===== src/seb_defines.vh =====
`ifndef SEB_DEFINES_VH
`define SEB_DEFINES_VH
// address word prefix, most significant first
`define SEB_PREFIX 5'h14
`define SEB_PREFIX_HI 7
`define SEB_PREFIX_LO 3
`define SEB_SEL_BIT 2
`define SEB_PAGE_BIT 1
`define SEB_RW_BIT 0
// write cycle time in ms and the derived count
`define SEB_CLK_HZ 50000000
`define SEB_WR_TIME_MS 10
`define SEB_WR_CYCLES ((`SEB_CLK_HZ / 1000) * `SEB_WR_TIME_MS)
`endif


===== src/seb_slave.v =====
// Functional notes
// - data changes only while clock low
// - falling data, clock high starts transfer
// - rising data, clock high ends transfer
// - stop after read enters standby
// - acknowledge each byte on ninth clock
// - standby at reset and after writes
// - address word follows every start
// - respond only when select matches pin
// - seventh bit is word address top
// - eighth bit selects read or write
// - matching address is acknowledged low
// - mismatch leaves bus until next start
// - protect pin blocks all writes
// - internal write ends within 10 ms
// - ignore inputs while write runs
// - word address is seventeen bits
`timescale 1ns/100ps
`default_nettype none
`include "seb_defines.vh"
module seb_slave #(
    parameter WR_CYCLES = `SEB_WR_CYCLES
) (
    // system
    input wire clk,
    input wire rst,
    // bus pins
    input wire scl_in,
    input wire sda_in,
    output wire sda_out,
    output reg sda_oe,
    // straps and protection
    input wire device_select_pin,
    input wire write_protect,
    // read data supplied by the array side
    input wire [7:0] rd_data,
    // status and received data
    output reg standby,
    output reg busy,
    output reg is_read,
    output reg page_high_addr_bit,
    output reg [16:0] word_addr,
    output reg [7:0] wr_data,
    output reg wr_data_valid,
    output reg rd_next,
    output reg write_start
);
    localparam ST_IDLE = 3'h0;
    localparam ST_RX = 3'h1;
    localparam ST_ACK = 3'h2;
    localparam ST_TX = 3'h3;
    localparam ST_TACK = 3'h4;
    localparam ST_IGN = 3'h5;
    wire [3:0] pins_s;
    wire wp_s;
    wire sel_s;
    reg scl_d;
    reg sda_d;
    reg [2:0] state;
    reg [3:0] bit_cnt;
    reg [7:0] shreg;
    reg [1:0] byte_cnt;
    reg wrote;
    reg [31:0] wr_timer;
    wire scl;
    wire sda;
    wire scl_rise;
    wire scl_fall;
    wire start_cond;
    wire stop_cond;
    wire addr_match;

    assign sda_out = 1'b0;

    // straps are pins too; protect acts two clocks late, so change it between transfers
    seb_sync #(.WIDTH(4)) u_sync (
        .clk(clk),
        .rst(rst),
        .din({scl_in, sda_in, write_protect, device_select_pin}),
        .dout(pins_s)
    );
    assign scl = pins_s[3];
    assign sda = pins_s[2];
    assign wp_s = pins_s[1];
    assign sel_s = pins_s[0];

    always @(posedge clk) begin
        if (rst) begin
            scl_d <= 1'b1;
            sda_d <= 1'b1;
        end else begin
            scl_d <= scl;
            sda_d <= sda;
        end
    end

    assign scl_rise = scl & ~scl_d;
    assign scl_fall = ~scl & scl_d;
    // data edges while clock high are framing, not data
    assign start_cond = scl & scl_d & sda_d & ~sda;
    assign stop_cond = scl & scl_d & ~sda_d & sda;
    assign addr_match = (shreg[`SEB_PREFIX_HI:`SEB_PREFIX_LO] == `SEB_PREFIX)
        && (shreg[`SEB_SEL_BIT] == sel_s);

    always @(posedge clk) begin
        if (rst) begin
            state <= ST_IDLE;
            bit_cnt <= 4'h0;
            shreg <= 8'h00;
            byte_cnt <= 2'h0;
            wrote <= 1'b0;
            wr_timer <= 32'h0;
            sda_oe <= 1'b0;
            standby <= 1'b1;
            busy <= 1'b0;
            is_read <= 1'b0;
            page_high_addr_bit <= 1'b0;
            word_addr <= 17'h00000;
            wr_data <= 8'h00;
            wr_data_valid <= 1'b0;
            rd_next <= 1'b0;
            write_start <= 1'b0;
        end else begin
            wr_data_valid <= 1'b0;
            rd_next <= 1'b0;
            write_start <= 1'b0;
            if (busy) begin
                // inputs ignored, no acknowledge while writing
                sda_oe <= 1'b0;
                state <= ST_IDLE;
                if (wr_timer == 32'h0) begin
                    busy <= 1'b0;
                    standby <= 1'b1;
                end else begin
                    wr_timer <= wr_timer - 32'h1;
                end
            end else if (stop_cond) begin
                sda_oe <= 1'b0;
                state <= ST_IDLE;
                if (wrote && !wp_s) begin
                    // a mismatched repeated start may have left standby set
                    standby <= 1'b0;
                    busy <= 1'b1;
                    write_start <= 1'b1;
                    wr_timer <= WR_CYCLES - 1;
                end else begin
                    standby <= 1'b1;
                end
                wrote <= 1'b0;
            end else if (start_cond) begin
                sda_oe <= 1'b0;
                state <= ST_RX;
                standby <= 1'b0;
                bit_cnt <= 4'h0;
                byte_cnt <= 2'h0;
            end else begin
                case (state)
                    ST_RX: begin
                        if (scl_rise) begin
                            shreg <= {shreg[6:0], sda};
                            bit_cnt <= bit_cnt + 4'h1;
                        end else if (scl_fall && bit_cnt == 4'h8) begin
                            bit_cnt <= 4'h0;
                            if (byte_cnt == 2'h0) begin
                                if (addr_match) begin
                                    sda_oe <= 1'b1;
                                    state <= ST_ACK;
                                    page_high_addr_bit <= shreg[`SEB_PAGE_BIT];
                                    word_addr[16] <= shreg[`SEB_PAGE_BIT];
                                    is_read <= shreg[`SEB_RW_BIT];
                                    byte_cnt <= 2'h1;
                                end else begin
                                    state <= ST_IGN;
                                    standby <= 1'b1;
                                end
                            end else begin
                                sda_oe <= 1'b1;
                                state <= ST_ACK;
                                if (byte_cnt == 2'h1) begin
                                    word_addr[15:8] <= shreg;
                                    byte_cnt <= 2'h2;
                                end else if (byte_cnt == 2'h2) begin
                                    word_addr[7:0] <= shreg;
                                    byte_cnt <= 2'h3;
                                end else begin
                                    // protected data is acked but never marked for writing
                                    wr_data <= shreg;
                                    wr_data_valid <= ~wp_s;
                                    wrote <= wrote | ~wp_s;
                                    word_addr[7:0] <= word_addr[7:0] + 8'h01;
                                end
                            end
                        end
                    end
                    ST_ACK: begin
                        if (scl_fall) begin
                            if (is_read && byte_cnt == 2'h1) begin
                                shreg <= rd_data;
                                sda_oe <= ~rd_data[7];
                                rd_next <= 1'b1;
                                state <= ST_TX;
                            end else begin
                                sda_oe <= 1'b0;
                                state <= ST_RX;
                            end
                        end
                    end
                    ST_TX: begin
                        // output changes only on clock fall
                        if (scl_fall) begin
                            if (bit_cnt == 4'h7) begin
                                sda_oe <= 1'b0;
                                bit_cnt <= 4'h0;
                                state <= ST_TACK;
                            end else begin
                                sda_oe <= ~shreg[6];
                                shreg <= {shreg[6:0], 1'b0};
                                bit_cnt <= bit_cnt + 4'h1;
                            end
                        end
                    end
                    ST_TACK: begin
                        if (scl_rise) begin
                            state <= sda ? ST_IGN : ST_ACK;
                        end
                    end
                    ST_IGN: begin
                        sda_oe <= 1'b0;
                    end
                    default: begin
                        sda_oe <= 1'b0;
                    end
                endcase
            end
        end
    end
endmodule
`default_nettype wire


===== src/seb_sync.v =====
`timescale 1ns/100ps
`default_nettype none
// two-flop synchroniser, first stage read only by the second
module seb_sync #(
    parameter WIDTH = 2
) (
    input wire clk,
    input wire rst,
    input wire [WIDTH-1:0] din,
    output reg [WIDTH-1:0] dout
);
    reg [WIDTH-1:0] meta;
    always @(posedge clk) begin
        if (rst) begin
            meta <= {WIDTH{1'b1}};
            dout <= {WIDTH{1'b1}};
        end else begin
            meta <= din;
            dout <= meta;
        end
    end
endmodule
`default_nettype wire


===== config.mk =====
export PLATFORM = sky130hd
export DESIGN_NAME = seb_slave
export DESIGN_NICKNAME = d
export VERILOG_FILES = /design/src/seb_slave.v /design/src/seb_sync.v
export VERILOG_INCLUDE_DIRS = /design/src
export SDC_FILE = /design/constraint.sdc
export NUM_CORES = 1
export LEC_CHECK = 0
export BUFFER_PORTS_ARGS = -buffer_cell sky130_fd_sc_hd__buf_4
export CAP_MARGIN = 40
export CELL_PAD_IN_SITES_DETAIL_PLACEMENT = 2
export CELL_PAD_IN_SITES_GLOBAL_PLACEMENT = 2
export CORE_ASPECT_RATIO = 1.25
export CORE_MARGIN = 1
export CORE_UTILIZATION = 36
export CTS_CLUSTER_SIZE = 30
export DETAILED_ROUTE_END_ITERATION = 16
export GPL_TIMING_DRIVEN = 0
export PLACE_DENSITY_LB_ADDON = 0.1
export SYNTH_ARGS = -nofsm -noshare
export SYNTH_HDL_FRONTEND = slang
export SYNTH_SLANG_ARGS = --single-unit

===== constraint.sdc =====
create_clock -name clk -period 3.3 [get_ports clk]
set_input_delay 0.33 -clock clk [delete_from_list [all_inputs] [get_ports clk]]
set_output_delay 0.33 -clock clk [all_outputs]
set_load 0.01 [all_outputs]

# Word level (Yosys, flattened, before mapping)
# Index checks and enable logic that the tools add are counted.
[classes]
add_sub_neg = 3
n_eq_ne = 38
mux = 69
n_bitwise = 27
n_reduce_logical = 39
[op_table]
columns = ["cell", "n"]
rows = [
  ["32-bit 2-to-1 mux", 4],
  ["8-bit 2-to-1 mux", 6],
  ["32-bit zero test", 1],
  ["1-bit 2-to-1 mux", 32],
  ["8-bit AND reduction", 4],
  ["32-bit by 1-bit subtractor with 32-bit output, second input constant", 1],
  ["3-bit 2-to-1 mux", 9],
  ["2-bit != test, second input constant", 13],
  ["3-bit != test, second input constant", 8],
  ["8-bit case mux with 3 select lines", 1],
  ["7-bit AND reduction", 3],
  ["4-bit 2-to-1 mux", 5],
  ["4-bit nonzero test", 5],
  ["1-bit NOT", 19],
  ["2-bit 2-to-1 mux", 9],
  ["9-bit AND reduction", 2],
  ["3-bit case mux with 4 select lines", 1],
  ["6-bit AND reduction", 2],
  ["2-bit nonzero test", 6],
  ["10-bit OR reduction", 1],
  ["8-bit by 1-bit adder with 8-bit output, second input constant", 1],
  ["2-bit by 1-bit != test with 1-bit output, second input constant", 4],
  ["4-bit != test, second input constant", 2],
  ["4-bit case mux with 2 select lines", 1],
  ["other kinds (25)", 36],
]
[totals]
regBits = 92
inputBits = 14
output_inout_bits = 34

# Depth between registers and ports, before layout
# Gate-level depths: netlist (run 1).
[logic_depth]
ltp_word = 10
ltp_mapped = 9
ltp_nobuf = 8

# Cells and area by module
# Synthesis (run 1) repeated with hierarchy kept, for this count alone.
[unflattened]
hier_cells = 491
area_unflattened_um2 = 4400.5
[by_module_without_submodules]
columns = ["mod", "n_inst", "cells_per_inst", "area_per_inst_um2", "seq_area_each_um2"]
rows = [
  ["seb_slave", 1, 475, 4190.3, 1681.6],
  ["seb_sync", 1, 16, 210.2, 160.2],
]

# Worst setup path before layout (run 1)
# No wires, ideal clock.
[synth_path]
kind = "reg2reg"
startpoint = "reg wr_timer[0]"
endpoint = "reg wr_timer[14]"
arrival_time_ns = 2.189
required_ns = 3.230
setup_slack_ns = 1.041
stages_incl_launch_ff = 10
n_path_buf = 1
period_less_slack_ns = 2.259
cell_sequence = "dfxtp_1 > inv_1 > ha_1 > or4b_1 > buf_2 > nor3_4 > o311a_2 > nand2_2 > or4_1 > a21oi_1"
[synth_between]
elab_chain_cells = 3
[synth_rtl]
columns = ["element", "line_no", "source"]
rows = [
  ["from (decl)", "seb_slave.v:64", "reg [31:0] wr_timer;"],
  ["from (signal assigned)", "seb_slave.v:135", "wr_timer <= wr_timer - 32'h1;"],
  ["from (signal assigned)", "seb_slave.v:145", "wr_timer <= WR_CYCLES - 1;"],
  ["32-bit by 1-bit subtractor with 32-bit output or 32-bit zero test (tied branches)", "seb_slave.v:135, seb_slave.v:131", ""],
  ["32-bit 2-to-1 mux or 2-bit != test (tied branches)", "--", ""],
  ["32-bit 2-to-1 mux or 3-bit AND reduction (tied branches)", "--", ""],
]
# Parallel ways exist; a longest one is shown, timed or not. The select of a mux whose other input is x is not followed.
# A chain may end at the register's enable or synchronous reset.

# Worst setup path after layout (run 1)
[layout_path]
startpoint = "reg busy"
endpoint = "reg word_addr[3]"
[layout_between]
elab_chain_cells = 2
[layout_rtl]
columns = ["element", "line_no", "source"]
rows = [
  ["from (decl)", "seb_slave.v:39", "output reg busy,"],
  ["from (signal assigned)", "seb_slave.v:115", "busy <= 1'b0;"],
  ["from (signal assigned)", "seb_slave.v:132", "busy <= 1'b0;"],
  ["from (signal assigned)", "seb_slave.v:143", "busy <= 1'b1;"],
  ["1-bit NOT (no line)", "--", ""],
  ["8-bit AND reduction (no line)", "--", ""],
  ["to (signal assigned)", "seb_slave.v:183", "word_addr[7:0] <= shreg;"],
  ["to (signal assigned)", "seb_slave.v:190", "word_addr[7:0] <= word_addr[7:0] + 8'h01;"],
  ["to (decl)", "seb_slave.v:42", "output reg [16:0] word_addr,"],
]
# Every way passes these cells.

==> results of run 1 <==
-- stage by stage --
stage	hold slack [ps]	total power, W	area [µm²]	instances	worst slack (ps)
after detailed placement	403	0.00131	5060	731	463
after CTS	158	0.00236	5350	746	472
after global placement	394	0.00131	5060	731	583
after global routing	168	0.00243	5350	746	284
after floorplan	389	0.00125	4520	522	1040
final	165	0.00234	5350	746	495
-- power groups by stage --
stage	Combinational, W	Clock (W)	Sequential (W)
2_1_floorplan	0.0000958	0	0.00116
4_1_cts	0.000151	0.00107	0.00114
5_1_grt	0.000164	0.00113	0.00114
3_3_place_gp	0.000145	0	0.00116
6_report	0.000148	0.00106	0.00114
3_5_place_dp	0.000150	0	0.00116
-- state kept, by name (all words and copies together) (netlist names), 2 cells and up --
signal / flops
shreg: 8
bit_cnt: 4
state: 3
u_sync.meta: 4
wr_data: 8
wr_timer: 32
u_sync.dout: 4
word_addr: 17
byte_cnt: 2
-- logic make-up after synthesis --
| group | Yosys count |
|---|---|
| compound gates | 111 |
| xor+xnor | 19 |
| fa+ha+maj | 8 |
| buf+inv | 42 |
| flops | 92 |
| mux | 24 |
| other cells | 1 |
| simple gates | 225 |
-- area by class of cell --
type	instances	share of cell area
inverter	15	0.0105
clock inverter	6	0.0119
sequential	92	0.344
multi-input combinational	388	0.468
buffer	27	0.0224
clock buffer	9	0.0421
timing repair buffer	45	0.0631
tap	164	0.0383
-- per-layer routing --
| metal | vias up | track usage | part of all wire |
|---|---|---|---|
| met1 | 2084 | 0.266 | 0.41 |
| met2 | 65 | 0.448 | 0.54 |
| met4 | 0 | 0.103 | 0.026 |
| li1 | 2004 | - | - |
| met3 | 29 | 0.0454 | 0.026 |
| met5 | - | 0 | 0 |
-- critical path, stage by stage, from the launching register on --
cell and delay [ps]:
sky130_fd_sc_hd__dfxtp_1 320, sky130_fd_sc_hd__clkbuf_1 270, sky130_fd_sc_hd__inv_1 220, sky130_fd_sc_hd__o21ai_0 290
sky130_fd_sc_hd__nor4b_1 720, sky130_fd_sc_hd__clkbuf_1 440, sky130_fd_sc_hd__o21ai_0 180, sky130_fd_sc_hd__a22oi_1 180
sky130_fd_sc_hd__nor2_1 50
-- layout by cell type (no fill, tap or decap), drive strengths merged, types with 10 or more instances in the layout --
| cell type | Yosys | final |
|---|---|---|
| a21oi | 23 | 23 |
| xnor2 | 11 | 11 |
| o21ai | 21 | 21 |
| a211oi | 15 | 15 |
| dfxtp | 92 | 92 |
| a311oi | 10 | 10 |
| clkbuf | 19 | 28 |
| nor3 | 19 | 19 |
| or3 | 10 | 10 |
| inv | 15 | 16 |
| nand2 | 26 | 26 |
| nor2 | 84 | 84 |
| or2 | 12 | 12 |
| nor4 | 12 | 12 |
| buf | 7 | 52 |
| nand3 | 19 | 19 |
| mux2i | 22 | 22 |
-- final timing paths --
check | cells past startpoint | end
hold / removal | 2 | u_sync.meta[3]
setup / recovery | 8 | word_addr[3]
hold reg to reg | 1 | u_sync.dout[2]
setup reg to reg | 8 | word_addr[3]
==> results.tsv, run 1 <==
stage	metric	value	unit
flow_run	timing.max_cap.violations	0	
die	core.rowCount	45	
min_path	worstHoldPathType	input port to flop	
die	initial_utilization	0.370	
detailed_routing	dr.pass1.iters	4	
yosys	synth_warnings	0	
die	dieWidth	102	µm
critical_path	critical_path.startpoint	busy	
clocking	htree_levels	3	
sta	timing.setup.tns	0	ps
cells_and_area	syn_to_final_growth	18.4	%
global_routing	global_route.overflow_total	0	
power	p_switching	0.000581	W
yosys	synth_simple_gate_area_frac	0.266	
critical_path	worst_setup_start_kind	flop	
clocking	cts.repair_timing.setup_buffer_count	0	
detailed_routing	avgViaCountPerCell	5.61	
yosys	muxShareOfSynthArea	0.0537	
global_routing	grt_max_degree	16	
yosys	synthesis.nets	544	
critical_path	required	3530	ps
power	p_int	0.00176	W
die	io_pins	48	
detailed_routing	postRouteAntennaNets	0	
detailed_routing	post-route-drc-count	0	
clocking	clock_tree.root_cell	sky130_fd_sc_hd__clkbuf_16	
clocking	tritoncts.num_buffers	9	
cells_and_area	multiInputGateArea	2500	µm²
sta	shortest_period_the_worst_path_allows	2800	ps
yosys	yosysTopAreaCell	sky130_fd_sc_hd__dfxtp_1	
sta	worstMarginPinSlew	758	ps
sta	final-max-slew-violation-count	0	
placement	dpl.hpwl	10.8	mm
critical_path	timing.rr.start	busy	
clocking	cts_max_path_buffers	2	
global_routing	antenna_found_initial	0	
clocking	post_cts_resize_count	0	
sta	finalHoldViolCount	0	
clocking	cts_tree	done	
power	share_clk_of_total_power	0.451	
sta	setup_viol	0	
clocking	worst_setup_hold_path_clk_slew	70	ps
detailed_routing	detailedRoute.firstIterationViolations	82	
yosys	syn-instance-count	522	
critical_path	crit_fanout	10	
yosys	synth_area_leaders	sky130_fd_sc_hd__dfxtp_1, sky130_fd_sc_hd__nor2_1, sky130_fd_sc_hd__mux2i_1, sky130_fd_sc_hd__a21oi_1, sky130_fd_sc_hd__a211oi_1	
placement	gp_congestion	0.802	
power	vdd_ir_drop_max	0.000230	V
detailed_routing	via_total_after_detailed_routing	4182	
yosys	ys_dominant_reg_cell	sky130_fd_sc_hd__dfxtp_1	
yosys	async_flop_share	0	
min_path	worstHoldStart	scl_in	
die	die_y	127	µm
cells_and_area	antenna_cells	0	
yosys	synthesis.area_per_instance	8.66	µm²
sta	ratio_of_final_minimum_period_to_clock_period	0.850	
cells_and_area	filler_cell_count_in_the_final_layout	1399	
power	pwr-share-comb	0.063	
critical_path	timing.reg2reg.setup_slack	500	ps
yosys	synth_enable_flop_cells	0	
sta	rsz0062_at_grt	false	
cells_and_area	layout.area.seq	1840	µm²
clocking	cts_sinks	92	
power	power_leakage	2.06	nW
yosys	synth_compound_gate_area_share	0.174	
critical_path	crit_type	flop to flop	
sta	timing.clock.skew	9.58	ps
power	power.sequential.fraction	0.486	
power	power.density	437	nW/µm²
sta	max-slew-margin-rel	0.494	
clocking	post_cts_hold_buffer_count	0	
die	die-area	13000	µm²
yosys	seq_area_frac_synth	0.407	
yosys	post_synth_xor_area_fraction	0.0368	
die	fp.coreArea	12200	µm²
yosys	yosysUniqueCellTypes	68	
global_routing	first_pass_grt_wire_length	24.0	mm
global_routing	grt_pass1_vias	4647	
yosys	synth_seq_cells	92	
sta	fmaxAchievable	0.357	GHz
detailed_routing	post_drt_wl_per_cell	19.6	µm
cells_and_area	post_route_cells_drive_above_1_share	0.174	
global_routing	total_routing_resource_utilization_after_global_routing	0.243	
critical_path	critical_path_arrival	3030	ps
power	switching_share_of_total_power	0.248	
cells_and_area	layout.nets	600	
clocking	worstSkewPairLatency	360	ps
yosys	yosys.area_share.adder	0.0221	
yosys	cell_with_the_most_instances_after_synthesis	sky130_fd_sc_hd__dfxtp_1	
critical_path	end_kind	flop	
detailed_routing	totalWireLength	14.6	mm
cells_and_area	utilization	0.438	
yosys	synthesized_cell_area	4520	µm²
status	status	finished, final reports clean	
yosys	dominant_combinational_cell_family_by_area_after_synthesis	simple AND/OR/NAND/NOR gates	
yosys	synth_commonest_cells	sky130_fd_sc_hd__dfxtp_1, sky130_fd_sc_hd__nor2_1, sky130_fd_sc_hd__nand2_1, sky130_fd_sc_hd__a21oi_1, sky130_fd_sc_hd__mux2i_1	
yosys	yosys_top_cell_area_share	0.407	
placement	io_buffers	45	
(Power assumes the default switching activity.)
==> run 2: changes to the inputs <==
Settings changed: ABC_AREA from default to 1, CORE_UTILIZATION 36 to 33.
Clock period 3.3 ns to 2.92 ns, I/O delays scaled along.
==> run 2 against run 1 <==
Net effect: final cell count grew 38%; fmax grew 25%; combinational power grew to 4.3 times the previous value; synthesized area grew 12%; global-route usage grew 0.62 points.
==> results.tsv, run 2 <==
stage	metric	value	unit	change
critical_path	timing.critical_path.buf_inv	2		was 3
power	power.sequential.fraction	0.428		was 0.486
placement	placed_area	5640	µm²	was 5060 µm²
die	fp.coreArea	15000	µm²	was 12,200 µm²
clocking	worst_setup_hold_path_clk_slew	70	ps	about the same
yosys	synthesis.area_per_instance	6.47	µm²	was 8.66 µm²
die	io_pins	48		unchanged
cells_and_area	largest_register_ff_count	32		unchanged
power	p_switching	0.00109	W	was 0.000581 W
die	dieWidth	113	µm	was 102 µm
critical_path	worst_path_dominant_cell_family	simple AND/OR/NAND/NOR gates		was buffers and inverters
clocking	tritoncts.num_buffers	9		unchanged
placement	dpl.hpwl	14.8	mm	was 10.8 mm
die	initial_utilization	0.338		was 0.370
cells_and_area	post_route_cells_drive_above_1_share	0.144		was 0.174
sta	max-slew-margin-rel	0.466		was 0.494
placement	place_ws	726	ps	was 463 ps
critical_path	end_kind	flop		unchanged
yosys	synth_area_leaders	sky130_fd_sc_hd__dfxtp_1, sky130_fd_sc_hd__nand2_1, sky130_fd_sc_hd__nor2_1, sky130_fd_sc_hd__o21ai_0, sky130_fd_sc_hd__inv_1		was sky130_fd_sc_hd__dfxtp_1, sky130_fd_sc_hd__nor2_1, sky130_fd_sc_hd__mux2i_1, sky130_fd_sc_hd__a21oi_1, sky130_fd_sc_hd__a211oi_1
yosys	synth_commonest_cells	sky130_fd_sc_hd__nand2_1, sky130_fd_sc_hd__nor2_1, sky130_fd_sc_hd__dfxtp_1, sky130_fd_sc_hd__inv_1, sky130_fd_sc_hd__o21ai_0		was sky130_fd_sc_hd__dfxtp_1, sky130_fd_sc_hd__nor2_1, sky130_fd_sc_hd__nand2_1, sky130_fd_sc_hd__a21oi_1, sky130_fd_sc_hd__mux2i_1
min_path	worstHoldPathType	input port to flop		unchanged
power	pwr-share-comb	0.188		was 0.063
cells_and_area	finish.instance_area	5950	µm²	was 5350 µm²
yosys	yosysTopAreaCell	sky130_fd_sc_hd__dfxtp_1		unchanged
clocking	cts_sinks	92		unchanged
clocking	post_cts_resize_count	0		unchanged
placement	dpl.cell_count	1011		was 731
sta	fmaxAchievable	0.446	GHz	was 0.357 GHz
sta	final-max-slew-violation-count	0		unchanged
sta	shortest_period_the_worst_path_allows	2240	ps	was 2800 ps
sta	whs	126	ps	was 165 ps
sta	timing.clock.skew	6.98	ps	was 9.58 ps
cells_and_area	largest-register	wr_timer		unchanged
global_routing	grt_pass1_vias	5873		was 4,647
power	switching_share_of_total_power	0.323		was 0.248
cells_and_area	syn_to_final_growth	17.4	%	was 18.4%
detailed_routing	detailedRoute.firstIterationViolations	188		was 82
clocking	htree_levels	3		unchanged
die	die_y	141	µm	was 127 µm
cells_and_area	antenna_cells	0		unchanged
detailed_routing	post-route-drc-count	0		unchanged
sta	ratio_of_final_minimum_period_to_clock_period	0.768		was 0.850
yosys	syn-instance-count	784		was 522
sta	rsz0062_at_grt	false		unchanged
global_routing	antenna_found_initial	0		unchanged
detailed_routing	post_drt_wl_per_cell	18.4	µm	was 19.6 µm
power	power_leakage	2.69	nW	was 2.06 nW
clocking	cts.repair_timing.setup_buffer_count	0		unchanged
sta	worstMarginPinSlew	801	ps	was 758 ps
cells_and_area	filler_cell_count_in_the_final_layout	1845		was 1,399
cells_and_area	mostFrequentLayoutCell	sky130_fd_sc_hd__nand2_1		was sky130_fd_sc_hd__dfxtp_1
clocking	post_cts_hold_buffer_count	0		unchanged
placement	gp_congestion	0.894		was 0.802
sta	setup_viol	0		unchanged
global_routing	global_route.overflow_total	0		unchanged
cells_and_area	reg_top3	wr_timer: 32 flops, word_addr: 17 flops		unchanged
cells_and_area	finalNonFillerCells	1027		was 746
critical_path	critical_path_arrival	2480	ps	was 3030 ps
detailed_routing	avgViaCountPerCell	5.23		was 5.61
detailed_routing	via_total_after_detailed_routing	5376		was 4,182
die	die-area	15900	µm²	was 13,000 µm²
critical_path	cells_along_the_critical_path	inv_1, ha_1, nand2_2, nor2_8, nand2_4, o21ai_2, nand2_1, buf_2, o21ai_0, a21oi_1		was clkbuf_1, inv_1, o21ai_0, nor4b_1, clkbuf_1, o21ai_0, a22oi_1, nor2_1
critical_path	required	3150	ps	was 3530 ps
flow_run	timing.max_cap.violations	0		unchanged
detailed_routing	postRouteAntennaNets	0		unchanged
clocking	cts_max_path_buffers	2		unchanged
detailed_routing	totalWireLength	18.9	mm	was 14.6 mm
yosys	synth_enable_flop_cells	0		unchanged
power	p_int	0.00228	W	was 0.00176 W
yosys	synth_seq_cells	92		unchanged
power	share_clk_of_total_power	0.385		was 0.451
yosys	ys_dominant_reg_cell	sky130_fd_sc_hd__dfxtp_1		unchanged
die	core.rowCount	50		was 45
yosys	cell_with_the_most_instances_after_synthesis	sky130_fd_sc_hd__nand2_1		was sky130_fd_sc_hd__dfxtp_1
yosys	seq_area_frac_synth	0.363		was 0.407
detailed_routing	highest-signal-layer	met4		unchanged
sta	finalWorstSetupSlack	677	ps	was 495 ps
critical_path	slowest_stage_delay_cp	300	ps	was 720 ps
yosys	synth_warnings	0		unchanged
clocking	cts_tree	done		unchanged
critical_path	worst_setup_start_kind	flop		unchanged
global_routing	total_routing_resource_utilization_after_global_routing	0.249		was 0.243
placement	io_buffers	45		unchanged
yosys	synthesized_cell_area	5070	µm²	was 4520 µm²
detailed_routing	met3_wirelength	305	µm	was 380 µm
critical_path	crit_fanout	10		unchanged
yosys	yosysUniqueCellTypes	35		was 68
cells_and_area	final_cell_mix	sky130_fd_sc_hd__nand2_1, sky130_fd_sc_hd__nor2_1, sky130_fd_sc_hd__dfxtp_1		was sky130_fd_sc_hd__dfxtp_1, sky130_fd_sc_hd__nor2_1, sky130_fd_sc_hd__buf_4
status	status	finished, final reports clean		unchanged
yosys	async_flop_share	0		unchanged
critical_path	worst_path_max_delay_cell	sky130_fd_sc_hd__dfxtp_1		was sky130_fd_sc_hd__nor4b_1
cells_and_area	layout.nets	862		was 600
yosys	synthesis.nets	806		was 544
clocking	worstSkewPairLatency	360	ps	about the same
sta	finalHoldViolCount	0		unchanged
global_routing	grt_max_degree	16		unchanged
sta	timing.setup.tns	0	ps	unchanged
detailed_routing	dr.pass1.iters	4		unchanged
detailed_routing	met2RoutedLength	10.7	mm	was 7.90 mm
critical_path	crit_type	flop to flop		unchanged
power	vdd_ir_drop_max	0.000217	V	was 0.000230 V
detailed_routing	m1WireLength	7.36	mm	was 5.96 mm
power	power.density	567	nW/µm²	was 437 nW/µm²
yosys	yosys_top_cell_area_share	0.363		was 0.407
clocking	clock_tree.root_cell	sky130_fd_sc_hd__clkbuf_16		unchanged
global_routing	first_pass_grt_wire_length	30.4	mm	was 24.0 mm
run 2: path summary, 6_finish.rpt:
kind	startpoint	end	slack (ps)	depth (start not counted)
max	wr_timer[0]	wr_timer[1]	680	10
min	sda_in	u_sync.meta[2]	130	2
min reg2reg	u_sync.meta[1]	u_sync.dout[1]	410	1
max reg2reg	wr_timer[0]	wr_timer[1]	680	10
run 2: power by group through the flow:
stage / Combinational (W) / Clock (W) / Sequential, W
after floorplan: 0.000433 / 0 / 0.00143
after global placement: 0.000586 / 0 / 0.00147
after detailed placement: 0.000619 / 0 / 0.00147
after CTS: 0.000635 / 0.00133 / 0.00144
after global routing: 0.000717 / 0.00137 / 0.00145
final: 0.000633 / 0.00130 / 0.00144
run 2: per-layer routing:
metal,track usage,vias to the layer above
met5,0,-
met4,0.120,0
met3,0.0228,35
met2,0.509,76
met1,0.247,2652
li1,-,2613
run 2: worst reg2reg max path: cells and delay by family, from the launching register on:
kind            cells  cell delay, ps
simple gates        4             700
compound gates      3             460
buf+inv             2             380
flops               1             300
fa+ha+maj           1             280
run 2: cell type report:
cell class                      instances  area, µm²  area share
Multi-Input combinational cell        590       2810       0.472
Sequential cell                        92       1840       0.309
Timing Repair Buffer                   45        338      0.0567
Inverter                               76        285      0.0479
Tap cell                              182        228      0.0382
Clock buffer                            9        225      0.0378
Buffer                                 26        138      0.0231
Clock inverter                          7       91.3      0.0153
run 2: through the flow:
stage | utilization | total power [W]
3_3_place_gp | 0.376 | 0.00205
4_1_cts | 0.397 | 0.00341
5_1_grt | 0.397 | 0.00354
2_1_floorplan | - | 0.00186
6_report | 0.397 | 0.00337
3_5_place_dp | 0.376 | 0.00209
run 2: cell families after synthesis:
group,share of synthesized area
other cells,0.000739
xor+xnor,0.0259
compound gates,0.144
buf+inv,0.0834
simple gates,0.363
flops,0.363
fa+ha+maj,0.0197
